File: src/ldd_pkg.sv
package ldd_pkg;

  // ----------------------------------------------------------------------
  // Register map (byte addresses)
  // ----------------------------------------------------------------------
  localparam logic [7:0] ADDR_DUTY0 = 8'h00;
  localparam logic [7:0] ADDR_DUTY1 = 8'h04;
  localparam logic [7:0] ADDR_CFG = 8'h08;
  localparam logic [7:0] ADDR_STATUS = 8'h0C;
  localparam logic [7:0] ADDR_DERATE = 8'h10;

  // ----------------------------------------------------------------------
  // Fields and reset values
  // ----------------------------------------------------------------------
  localparam int CFG_MULT_LSB = 0;
  localparam int CFG_MULT_W = 3;
  localparam int CFG_BATDIS_BIT = 3;
  localparam int STAT_TWARN_BIT = 0;
  localparam int STAT_TLIVE_BIT = 1;
  localparam logic [2:0] RST_MULT = 3'h1;
  localparam logic RST_BATDIS = 1'b0;

  // ----------------------------------------------------------------------
  // Timing
  // ----------------------------------------------------------------------
  localparam int CLK_HZ = 50_000_000;
  localparam int TICK_NS = 10_000;
  localparam int TICK_CYC = TICK_NS / 20;
  localparam int LONG_ONE_US = 40_000;
  localparam int LONG_ONE_TICKS = LONG_ONE_US / 10;
  localparam int LONG_ZERO_US = 2_000;
  localparam int LONG_ZERO_TICKS = LONG_ZERO_US / 10;
  localparam int INT_HZ = 500;
  localparam int INT_TICKS = (1_000_000 / INT_HZ) / 10;

  // ----------------------------------------------------------------------
  // Derating factors in 1/256 units
  // ----------------------------------------------------------------------
  localparam logic [8:0] F_UNITY = 9'h100;
  localparam logic [8:0] F_THERM = 9'h0C0;
  localparam logic [8:0] F_BAT_6_7 = 9'h0DC;
  localparam logic [8:0] F_BAT_LOW = 9'h080;
  localparam logic [8:0] F_BAT_7_8 = 9'h0F0;
  localparam logic [7:0] BAT_6V = 8'h3C;
  localparam logic [7:0] BAT_7V = 8'h46;
  localparam logic [7:0] BAT_8V = 8'h50;
  localparam logic [7:0] DUTY_OFF = 8'hFF;

  typedef enum logic [2:0]
  {
    CH_LOW = 3'b001,
    CH_HIGH = 3'b010,
    CH_FULL = 3'b100
  } ldd_mode_t;

endpackage

File: src/ldd_channel.sv
`timescale 1ns/1ps
`default_nettype none
module ldd_channel
  import ldd_pkg::*;
(
  input wire logic aclk,
  input wire logic aresetn,
  input wire logic tick,
  input wire logic dimming_input,
  input wire logic [7:0] channel_duty_code,
  input wire logic [2:0] freq_multiplier,
  input wire logic [8:0] shared_derating_factor,
  output logic channel_switch_enable
);

  // ----------------------------------------------------------------------
  // Input measurement
  // ----------------------------------------------------------------------
  logic in_d_ff;
  logic [15:0] hi_cnt_ff, per_cnt_ff;
  logic [15:0] hi_meas_ff, per_meas_ff;
  ldd_mode_t mode_ff;
  logic rise;
  assign rise = tick && dimming_input && !in_d_ff;

  always_ff @(posedge aclk)
  begin
    if (!aresetn)
    begin
      in_d_ff <= 1'b0;
      hi_cnt_ff <= 16'h0000;
      per_cnt_ff <= 16'h0000;
      hi_meas_ff <= 16'h0000;
      per_meas_ff <= 16'h0000;
      mode_ff <= CH_LOW;
    end
    else if (tick)
    begin
      in_d_ff <= dimming_input;
      if (rise)
      begin
        per_meas_ff <= per_cnt_ff;
        hi_meas_ff <= hi_cnt_ff;
        per_cnt_ff <= 16'h0001;
        hi_cnt_ff <= 16'h0001;
        mode_ff <= CH_HIGH;
      end
      else
      begin
        if (per_cnt_ff != 16'hFFFF)
          per_cnt_ff <= per_cnt_ff + 16'h0001;
        if (dimming_input && hi_cnt_ff != 16'hFFFF)
          hi_cnt_ff <= hi_cnt_ff + 16'h0001;
        // Long one with no falling edge means full duty
        if (dimming_input && hi_cnt_ff > 16'(LONG_ONE_TICKS))
          mode_ff <= CH_FULL;
        // Low for long enough means zero duty
        if (!dimming_input && per_cnt_ff - hi_cnt_ff
            >= 16'(LONG_ZERO_TICKS))
          mode_ff <= CH_LOW;
      end
    end
  end

  // ----------------------------------------------------------------------
  // Output period generation
  // ----------------------------------------------------------------------
  logic [15:0] out_cnt_ff, out_per_ff, out_on_ff;
  logic [15:0] src_per, src_hi;
  logic [31:0] on_calc;
  logic [8:0] duty_f;
  logic en_ff;

  // Codes map 0..254 to factor 256..2 in 1/256 units and 255 to zero, close to (255-c)/255
  assign duty_f = (channel_duty_code == DUTY_OFF) ? 9'h000 :
                  9'(9'h100 - {1'b0, channel_duty_code});
  always_comb
  begin
    if (mode_ff == CH_FULL)
    begin
      src_per = 16'(INT_TICKS);
      src_hi = 16'(INT_TICKS);
    end
    else
    begin
      src_per = per_meas_ff;
      src_hi = (mode_ff == CH_LOW) ? 16'h0000 : hi_meas_ff;
    end
    on_calc = (32'(src_hi) * 32'(duty_f) * 32'(shared_derating_factor))
              >> 16;
  end

  always_ff @(posedge aclk)
  begin
    if (!aresetn)
    begin
      out_cnt_ff <= 16'h0000;
      out_per_ff <= 16'h0000;
      out_on_ff <= 16'h0000;
      en_ff <= 1'b0;
    end
    else if (tick)
    begin
      if (out_cnt_ff + 16'h0001 >= out_per_ff)
      begin
        // New settings latch only at a period boundary
        out_cnt_ff <= 16'h0000;
        // Zero period would stall the counter, so floor it at one tick
        out_per_ff <= ((src_per >> freq_multiplier) == 16'h0000) ? 16'h0001
                      : (src_per >> freq_multiplier);
        out_on_ff <= 16'(on_calc >> freq_multiplier);
      end
      else
        out_cnt_ff <= out_cnt_ff + 16'h0001;
      en_ff <= (out_cnt_ff < out_on_ff) && (duty_f != 9'h000);
    end
    // Off code acts at once, not only at the next tick
    if (duty_f == 9'h000)
      en_ff <= 1'b0;
  end
  assign channel_switch_enable = en_ff;

  property p_off_code;
    @(posedge aclk) disable iff (!aresetn)
    $past(channel_duty_code) == DUTY_OFF |-> !en_ff;
  endproperty
  a_off_code: assert property (p_off_code)
    else $error("enable on with off code");

endmodule
`default_nettype wire

File: src/ldd_top.sv
// Local design decisions: the register offsets and the AXI4-Lite register port.
`timescale 1ns/1ps
`default_nettype none
module ldd_top
  import ldd_pkg::*;
#(
  parameter logic [7:0] OTP_DUTY0 = 8'h00,
  parameter logic [7:0] OTP_DUTY1 = 8'h00
)
(
  input wire logic aclk,
  input wire logic aresetn,
  input wire logic [1:0] dimming_input,
  input wire logic [7:0] battery_supply_pin,
  input wire logic thermal_warning,
  output logic [1:0] channel_switch_enable,
  input wire logic [7:0] s_axi_awaddr,
  input wire logic s_axi_awvalid,
  output logic s_axi_awready,
  input wire logic [31:0] s_axi_wdata,
  input wire logic [3:0] s_axi_wstrb,
  input wire logic s_axi_wvalid,
  output logic s_axi_wready,
  output logic [1:0] s_axi_bresp,
  output logic s_axi_bvalid,
  input wire logic s_axi_bready,
  input wire logic [7:0] s_axi_araddr,
  input wire logic s_axi_arvalid,
  output logic s_axi_arready,
  output logic [31:0] s_axi_rdata,
  output logic [1:0] s_axi_rresp,
  output logic s_axi_rvalid,
  input wire logic s_axi_rready
);

  // ----------------------------------------------------------------------
  // Tick divider
  // ----------------------------------------------------------------------
  logic [9:0] div_ff;
  logic tick_ff;
  always_ff @(posedge aclk)
  begin
    if (!aresetn)
    begin
      div_ff <= 10'h000;
      tick_ff <= 1'b0;
    end
    else
    begin
      tick_ff <= (div_ff == 10'(TICK_CYC - 1));
      div_ff <= (div_ff == 10'(TICK_CYC - 1)) ? 10'h000 : div_ff + 10'h001;
    end
  end

  // ----------------------------------------------------------------------
  // Registers
  // ----------------------------------------------------------------------
  logic [7:0] duty_ff [2];
  logic [2:0] mult_ff;
  logic batdis_ff, twarn_ff;
  logic aw_ff, w_ff, awready_ff, wready_ff;
  logic [7:0] awaddr_ff;
  logic [31:0] wdata_ff;
  logic [3:0] wstrb_ff;
  logic bvalid_ff, rvalid_ff, arready_ff;
  logic [1:0] bresp_ff, rresp_ff;
  logic [31:0] rdata_ff;
  logic do_wr, rd_take, stat_read;

  function automatic logic addr_ok(input logic [7:0] a);
    addr_ok = (a == ADDR_DUTY0) || (a == ADDR_DUTY1) || (a == ADDR_CFG)
              || (a == ADDR_STATUS) || (a == ADDR_DERATE);
  endfunction

  assign do_wr = aw_ff && w_ff && !bvalid_ff;
  assign rd_take = s_axi_arvalid && arready_ff;
  assign stat_read = rd_take && s_axi_araddr == ADDR_STATUS;

  always_ff @(posedge aclk)
  begin
    if (!aresetn)
    begin
      aw_ff <= 1'b0;
      w_ff <= 1'b0;
      awaddr_ff <= 8'h00;
      wdata_ff <= 32'h00000000;
      wstrb_ff <= 4'h0;
      bvalid_ff <= 1'b0;
      bresp_ff <= 2'h0;
      awready_ff <= 1'b1;
      wready_ff <= 1'b1;
    end
    else
    begin
      if (s_axi_awvalid && !aw_ff)
      begin
        aw_ff <= 1'b1;
        awready_ff <= 1'b0;
        awaddr_ff <= s_axi_awaddr;
      end
      if (s_axi_wvalid && !w_ff)
      begin
        w_ff <= 1'b1;
        wready_ff <= 1'b0;
        wdata_ff <= s_axi_wdata;
        wstrb_ff <= s_axi_wstrb;
      end
      if (do_wr)
      begin
        bvalid_ff <= 1'b1;
        bresp_ff <= addr_ok(awaddr_ff) ? 2'h0 : 2'h3;
        aw_ff <= 1'b0;
        w_ff <= 1'b0;
        awready_ff <= 1'b1;
        wready_ff <= 1'b1;
      end
      else if (bvalid_ff && s_axi_bready)
        bvalid_ff <= 1'b0;
    end
  end
  // Ready copies of the hold flags keep the bus outputs registered
  assign s_axi_awready = awready_ff;
  assign s_axi_wready = wready_ff;

  // Startup duty code is the one-time programmed value
  always_ff @(posedge aclk)
  begin
    if (!aresetn)
    begin
      duty_ff[0] <= OTP_DUTY0;
      duty_ff[1] <= OTP_DUTY1;
      mult_ff <= RST_MULT;
      batdis_ff <= RST_BATDIS;
    end
    else if (do_wr && wstrb_ff[0])
    begin
      if (awaddr_ff == ADDR_DUTY0)
        duty_ff[0] <= wdata_ff[7:0];
      if (awaddr_ff == ADDR_DUTY1)
        duty_ff[1] <= wdata_ff[7:0];
      if (awaddr_ff == ADDR_CFG)
      begin
        mult_ff <= wdata_ff[CFG_MULT_LSB +: CFG_MULT_W];
        batdis_ff <= wdata_ff[CFG_BATDIS_BIT];
      end
    end
  end

  // Sticky warning; a new warning beats the clear of the read
  always_ff @(posedge aclk)
  begin
    if (!aresetn)
      twarn_ff <= 1'b0;
    else if (thermal_warning)
      twarn_ff <= 1'b1;
    else if (stat_read)
      twarn_ff <= 1'b0;
  end

  // ----------------------------------------------------------------------
  // Derating
  // ----------------------------------------------------------------------
  logic [8:0] bat_f, therm_f, drf_ff;
  logic [17:0] prod;
  always_comb
  begin
    if (batdis_ff || battery_supply_pin >= BAT_8V)
      bat_f = F_UNITY;
    else if (battery_supply_pin >= BAT_7V)
      bat_f = F_BAT_7_8;
    else if (battery_supply_pin >= BAT_6V)
      bat_f = F_BAT_6_7;
    else
      bat_f = F_BAT_LOW;
    // Live input, so derating leaves with the warning
    therm_f = thermal_warning ? F_THERM : F_UNITY;
    prod = 18'(bat_f) * 18'(therm_f);
  end

  always_ff @(posedge aclk)
  begin
    if (!aresetn)
      drf_ff <= F_UNITY;
    else
      drf_ff <= prod[16:8];
  end

  // ----------------------------------------------------------------------
  // Read channel
  // ----------------------------------------------------------------------
  always_ff @(posedge aclk)
  begin
    if (!aresetn)
    begin
      arready_ff <= 1'b1;
      rvalid_ff <= 1'b0;
      rdata_ff <= 32'h00000000;
      rresp_ff <= 2'h0;
    end
    else if (rd_take)
    begin
      arready_ff <= 1'b0;
      rvalid_ff <= 1'b1;
      rresp_ff <= addr_ok(s_axi_araddr) ? 2'h0 : 2'h3;
      unique case (1'b1)
        s_axi_araddr == ADDR_DUTY0: rdata_ff <= {24'h000000, duty_ff[0]};
        s_axi_araddr == ADDR_DUTY1: rdata_ff <= {24'h000000, duty_ff[1]};
        s_axi_araddr == ADDR_CFG:
          rdata_ff <= {28'h0000000, batdis_ff, mult_ff};
        s_axi_araddr == ADDR_STATUS:
          rdata_ff <= {30'h00000000, thermal_warning,
                       twarn_ff | thermal_warning};
        s_axi_araddr == ADDR_DERATE: rdata_ff <= {23'h000000, drf_ff};
        default: rdata_ff <= 32'h00000000;
      endcase
    end
    else if (rvalid_ff && s_axi_rready)
    begin
      rvalid_ff <= 1'b0;
      arready_ff <= 1'b1;
    end
  end
  assign s_axi_arready = arready_ff;
  assign s_axi_rvalid = rvalid_ff;
  assign s_axi_rdata = rdata_ff;
  assign s_axi_rresp = rresp_ff;
  assign s_axi_bvalid = bvalid_ff;
  assign s_axi_bresp = bresp_ff;

  // ----------------------------------------------------------------------
  // Channels
  // ----------------------------------------------------------------------
  genvar gi;
  generate
    for (gi = 0; gi < 2; gi++)
    begin : g_ch
      ldd_channel u_ch (
        .aclk(aclk),
        .aresetn(aresetn),
        .tick(tick_ff),
        .dimming_input(dimming_input[gi]),
        .channel_duty_code(duty_ff[gi]),
        .freq_multiplier(mult_ff),
        .shared_derating_factor(drf_ff),
        .channel_switch_enable(channel_switch_enable[gi])
      );
    end
  endgenerate

  // ----------------------------------------------------------------------
  // Assertions
  // ----------------------------------------------------------------------
  property p_tick_period;
    @(posedge aclk) disable iff (!aresetn)
    tick_ff |=> !tick_ff [*8];
  endproperty
  a_tick_period: assert property (p_tick_period)
    else $error("tick too frequent");

  property p_sticky;
    @(posedge aclk) disable iff (!aresetn)
    thermal_warning |=> twarn_ff;
  endproperty
  a_sticky: assert property (p_sticky)
    else $error("warning not latched");

  property p_clear;
    @(posedge aclk) disable iff (!aresetn)
    stat_read && !thermal_warning |=> !twarn_ff;
  endproperty
  a_clear: assert property (p_clear)
    else $error("warning not cleared");

  property p_therm;
    @(posedge aclk) disable iff (!aresetn)
    thermal_warning && (batdis_ff || battery_supply_pin >= BAT_8V)
      && $stable(thermal_warning) && $stable(batdis_ff)
    |=> drf_ff == F_THERM;
  endproperty
  a_therm: assert property (p_therm)
    else $error("thermal factor wrong");

  property p_unity;
    @(posedge aclk) disable iff (!aresetn)
    !thermal_warning && batdis_ff |=> drf_ff == F_UNITY;
  endproperty
  a_unity: assert property (p_unity)
    else $error("factor not unity");

  property p_resp;
    @(posedge aclk) disable iff (!aresetn)
    do_wr |=> s_axi_bvalid;
  endproperty
  a_resp: assert property (p_resp)
    else $error("no write response");

  property p_rd;
    @(posedge aclk) disable iff (!aresetn)
    rd_take |=> s_axi_rvalid;
  endproperty
  a_rd: assert property (p_rd)
    else $error("no read response");

  property p_bat67;
    @(posedge aclk) disable iff (!aresetn)
    !thermal_warning && !batdis_ff && battery_supply_pin >= BAT_6V
      && battery_supply_pin < BAT_7V |=> drf_ff == F_BAT_6_7;
  endproperty
  a_bat67: assert property (p_bat67)
    else $error("battery factor wrong");

  property p_bat_therm;
    @(posedge aclk) disable iff (!aresetn)
    thermal_warning && !batdis_ff && battery_supply_pin >= BAT_6V
      && battery_supply_pin < BAT_7V
    |=> drf_ff == 9'((18'(F_BAT_6_7) * 18'(F_THERM)) >> 8);
  endproperty
  a_bat_therm: assert property (p_bat_therm)
    else $error("combined factor wrong");

  c_write: cover property (@(posedge aclk) do_wr);
  c_therm: cover property (@(posedge aclk) thermal_warning && !batdis_ff);
  c_warn: cover property (@(posedge aclk) stat_read && twarn_ff);
  c_en: cover property (@(posedge aclk) channel_switch_enable[0]);

endmodule
`default_nettype wire

File: config.mk
export PLATFORM = sky130hd
export DESIGN_NAME = ldd_top
export DESIGN_NICKNAME = d
export VERILOG_FILES = /design/src/ldd_pkg.sv /design/src/ldd_channel.sv /design/src/ldd_top.sv
export SDC_FILE = /design/constraint.sdc
export NUM_CORES = 2
export LEC_CHECK = 0
export BUFFER_PORTS_ARGS = -buffer_cell sky130_fd_sc_hd__clkbuf_2
export CORE_MARGIN = 10
export CORE_UTILIZATION = 32
export CTS_BUF_LIST = sky130_fd_sc_hd__clkbuf_4 sky130_fd_sc_hd__clkbuf_8
export CTS_CLUSTER_SIZE = 16
export DETAILED_ROUTE_END_ITERATION = 10
export PLACE_DENSITY = 0.49
export SYNTH_ARGS = -nofsm -noshare
export SYNTH_HDL_FRONTEND = slang
export SYNTH_HIERARCHICAL = 1
export SYNTH_SLANG_ARGS = --single-unit
File: constraint.sdc
create_clock -name aclk -period 10.43 [get_ports aclk]
set_clock_uncertainty 0.2 [all_clocks]
set_input_delay 1.043 -clock aclk [delete_from_list [all_inputs] [get_ports aclk]]
set_output_delay 1.043 -clock aclk [all_outputs]
set_load 0.02 [all_outputs]
---- Word level (Yosys, flattened, before mapping) ----
Memories as Yosys holds them, arrays and structs flattened.
Index checks and enable logic that the tools add are counted.
operators by class
  add/sub/neg operators ................... 11
  $mul .................................... 5
  $lt $le $gt $ge ......................... 11
  eq/ne operators ......................... 19
  shift operators ......................... 4
  multiplexer cells ....................... 52
  bitwise gates (word level) .............. 4
  reductions and logical operators ........ 69
operators by type and width
  operator                 count
  $mux W16                 18
  $add A16 B1 Y16 const B  6
  $mul A25 B9 Y32          2
  $ne A16 B16 Y1 const B   4
  $shr A16 B3 Y16          4
  $mul A16 B9 Y25          2
  $pmux W9 S5              1
  $mux W9                  4
  $eq A8 B4 Y1 const B     4
  $ge A16 B16 Y1           2
  $ge A16 B8 Y1 const B    2
  $gt A16 B12 Y1 const B   2
  $logic_not A16 Y1        2
  $lt A16 B16 Y1           2
  $sub A16 B16 Y16         2
  $reduce_and A2 Y1        11
  $logic_and A1 B1 Y1      21
  $logic_not A9 Y1         2
  $mux W3                  6
  $reduce_bool A9 Y1       2
  $sub A9 B8 Y9 const A    2
  $mul A9 B9 Y17           1
  $mux W1                  17
  $eq A8 B3 Y1 const B     2
  other kinds (19)         54
word-level totals
  flip-flop bits (word level) ............. 319
  RAM bits ................................ 16
  bits of input ports ..................... 70
  output and inout port bits .............. 43
  memories kept ........................... 1
memories
  memory   depth  width  read ports  clocked after memory_dff  write ports  RTL line       source
  duty_ff  2      8      2           0                         2            ldd_top.sv:58  logic [7:0] duty_ff [2];

---- Logic depth before layout (Yosys ltp) ----
  depth after elaboration ................. 7
  depth in mapped cells ................... 45

---- Hierarchy ----
The synthesis kept the hierarchy.
by module, submodules not included
  module                      instances  cells an instance  area each (um^2)  seq. area each (um^2)
  ldd_channel (g_ch[1].u_ch)  1          2277               18509.0           2342.2
  ldd_channel (g_ch[0].u_ch)  1          2271               18471.5           2342.2
  ldd_top                     1          384                3572.2            1661.6

---- Least setup slack after synthesis ----
No wires, ideal clock.
  path kind ............................... register to register
  from .................................... memory duty_ff[1][0], in the netlist duty_ff[0][8]
  to ...................................... register g_ch[1].u_ch.out_on_ff[8]
  library setup time ...................... 0.086 ns
  arrival time ............................ 10.640 ns
  required time ........................... 10.144 ns
  slack ................................... -0.496 ns
  cell stages (with the launch flop) ...... 42
  path buffers ............................ 2
  cell sequence ........................... edfxtp_1 > inv_1 > ha_1 > nor3b_1 > xor2_1 > clkbuf_1 > nor2_1 > fa_1 > fa_1 > inv_1 > fa_1 > fa_1 > inv_1 > ha_1 > a21oi_1 > o22ai_1 > o41a_1 > a31oi_1 > [6 not listed] > fa_1 > inv_1 > fa_1 > fa_1 > inv_1 > fa_1 > inv_1 > ha_1 > clkbuf_1 > and2_1 > and3_1 > o2111ai_1 > or4_4 > a21o_1 > a211oi_2 > xnor3_2 > a2111o_1 > a221oi_2
RTL lines
  what                  RTL line            source
  start, declared       ldd_top.sv:58
  end signal, assigned  ldd_channel.sv:111  out_on_ff <= 16'(on_calc >> freq_multiplier);
  end, declared         ldd_channel.sv:68   logic [15:0] out_cnt_ff, out_per_ff, out_on_ff;

==> results.cfg <==
[logic_synthesis]
ys_async_sr_fraction_pct = 0
synth_area_mm2 = 0.04055
synth_edf_count = 16
yosysWarnings = 6
synth_top_flop_cell = dfxtp_1
ys_seq_elements = 309
syn_inst = 4932
postSynthAreaPerCell_um2 = 8.222
yosysUniqueCellTypes = 105
yosysSeqAreaShare_pct = 15.65

[die]
start_util_pct = 32.25
die_area_mm2 = 0.1414
die_w_um = 376.0
fp.dieH_um = 376.0
core-area_mm2 = 0.1257
rows = 130
io-pin-count = 113

[clocking]
cts_htree_levels = 2
clk_latency_ns = 0.74
cts.sinks = 309
cts_tree = built
postCtsHoldBufs = 0
cts_buffers = 59
cts.path.max_buffers = 3
cts-root-buf = clkbuf_8
clk_pin_slew_ns = 0.07

[route]
detail-route-antenna-nets = 0
routed_wirelength_um = 120400
wl_per_cell_um = 16.76
drc_errors = 0
dr_total_vias = 35060
drtIter0Drc = 1859
vias_per_cell = 4.880
drtPass1Iterations = 5

[power_and_ir_drop]
switching_share_pct = 28.16
p_leak_uw = 0.02205
power_frac_clock_pct = 47.5
p_per_area_mw_per_mm2 = 55.06
ir_worst_vdd_v = 0.0001170
p_seq_share_pct = 44.0
combPwrFrac_pct = 8.5
p_sw_uw = 782.1
total_power_uw = 2777
p_int_uw = 1995

[worst_setup_path]
critPathSlowestCell = fa_2
critPathRequiredTime_ns = 10.86
critPathKind = reg -> reg
cpPeakStageDelay_ns = 0.58
crit_top_cell = fa_1
startpoint_type = flop
crit_path_max_fanout = 5
arrival_ns = 11.11
crit_path_end_kind = flop

[worst_hold_path]
min_path_type = reg -> reg

[sta]
max_freq_mhz = 93.64
final-hold-violation-count = 0
fin_setup_tns_ns = -3.225
worst_pin_slew_ns = 1.116
layout_setup_ws_ns = -0.2488
finalCriticalPeriod_ns = 10.68
finalMaxSlewViolations = 0
post-route-period-util_pct = 102.4
rsz0062_at_grt = yes
maxSlewHeadroom_pct = 24.53
setup_violations = 26
hold_ws_ns = 0.2512

[grt]
antenna_found_initial = 2
grt_pass1_wl_um = 198400
grt_max_degree = 79
grt.overflow.total = 0
grt_pass1_vias = 36830
grt_util_all_layers_pct = 17.00

[placement]
post-dp-hpwl_um = 94100
dpl_cell_area_mm2 = 0.04629
portBuffers = 61
gp_congestion = 0.8566
dp_slack_ns = -0.6403

[finish]
layout_common_cells = inv_1, nand2_1, buf_4
layout_commonest_cell = inv_1
num-fill-cells = 12900
nets = 6376
ff_latch_area_mm2 = 0.006360
post_route_cells_drive_above_1_share_pct = 21.02
syn2layout_area_growth_pct = 24.39
final_area_mm2 = 0.05044
multiInputGateArea_mm2 = 0.03274

[outcome]
failed_checks = setup timing
status = finished with violations

[job]
cap_violations = 0
[power groups by stage]
stage	combinational (µW)	sequential (µW)	clock, µW
floorplan	110	1240	0
CTS	222	1220	1370
finish	236	1220	1320
detailed placement	205	1250	0
global route	254	1220	1420
global placement	205	1250	0
[timing repair]
action | 4_1_cts | 5_1_grt
setup buffers | 53 | 37
gates resized for setup | 256 | 194
setup endpoints to repair | 32 | 32
pin swaps | 200 | 212
[critical path: cells and delay by family, from the launching register on]
family	cells	cell delay (ns)
flip-flops	1	0.43
AO/OA/AOI/OAI	9	1.85
XOR/XNOR	3	0.57
buffers and inverters	13	1.40
AND/OR/NAND/NOR	6	1.40
adder cells (fa/ha/maj)	11	4.71
[cell type report]
type | count | share of cell area (%)
clock inverters | 24 | 0.4142
repair buffers | 669 | 10.46
well taps | 1650 | 4.093
clock buffers | 84 | 2.093
multi-input cells | 3720 | 64.91
inverters | 726 | 5.412
diodes | 3 | 0.01488
flip-flops and latches | 309 | 12.61
[final timing paths]
path	from	depth (start not counted)	slack [ns]	endpoint
hold / removal	awaddr_ff[6]	2	0.25	awaddr_ff[6]
hold reg to reg	awaddr_ff[6]	2	0.25	awaddr_ff[6]
setup reg to reg	duty_ff[0][9]	42	-0.25	g_ch[1].u_ch/out_on_ff[11]
setup / recovery	duty_ff[0][9]	42	-0.25	g_ch[1].u_ch/out_on_ff[11]
[logic make-up after synthesis]
family / after synthesis / share of synthesized area, %
flip-flops: 309 / 15.65
other: 1 / 0.009247
AO/OA/AOI/OAI: 809 / 13.29
AND/OR/NAND/NOR: 1786 / 20.79
XOR/XNOR: 194 / 4.301
adder cells (fa/ha/maj): 821 / 34.99
multiplexers: 75 / 1.953
buffers and inverters: 937 / 9.015
[per-layer routing]
layer  wire length, µm  share of wire, %  vias up  GRT usage (%)
met5                 0                 0        -              0
met4              2789               2.3        0          3.924
met3              4037               3.4      144          2.003
met2             57960                48      504          29.36
met1             55630                46    17280          22.56
li1                  -                 -    17140              -
[state kept, by name (all words and copies together), names as in the netlist, 2 cells and up]
register and flops:
g_ch.u_ch/channel_switch_enable 2, g_ch.u_ch/in_d_ff 2, drf_ff 8, s_axi_rdata 9, mult_ff 3, g_ch.u_ch/hi_meas_ff 32, g_ch.u_ch/hi_cnt_ff 32, g_ch.u_ch/per_meas_ff 32
duty_ff 16, g_ch.u_ch/out_per_ff 32, g_ch.u_ch/out_on_ff 32, div_ff 10, g_ch.u_ch/mode_ff 6, wdata_ff 8, g_ch.u_ch/out_cnt_ff 32, awaddr_ff 8
g_ch.u_ch/per_cnt_ff 32
[cell usage after synthesis (all sizes together), types with 15 or more instances]
library cell	instances	area, µm²
mux2i	51	510.5
and3	50	312.8
nand3b	21	157.7
or3	17	106.4
a32o	15	150.1
o211ai	23	177.7
nor2b	21	131.4
buf	45	296.5
xnor2	104	910.9
nor2	374	1404
clkbuf	165	624.4
edfxtp	16	480.5
and2	260	1629
a211oi	37	282.8
mux2	23	259.0
nand4	42	262.8
inv	722	2710
nand3	123	615.6
xor2	87	762.0
a21o	89	669.4
a31oi	31	206.4
nor4	22	137.6
o21a	31	232.7
fa	522	10450
nor3b	16	125.1
dfxtp	293	5866
nand2b	38	245.2
a21oi	243	1220
nand2	675	2534
o21ai	160	804.5
ha	299	3741
nor3	87	446.7
[per-stage QoR]
step | instances | utilization, %
floorplan | 4966 | -
global placement | 6990 | 36.81
detailed placement | 6990 | 36.81
CTS | 7147 | 39.19
global route | 7183 | 40.12
finish | 7185 | 40.12
Power figures use the tool's default switching activity.
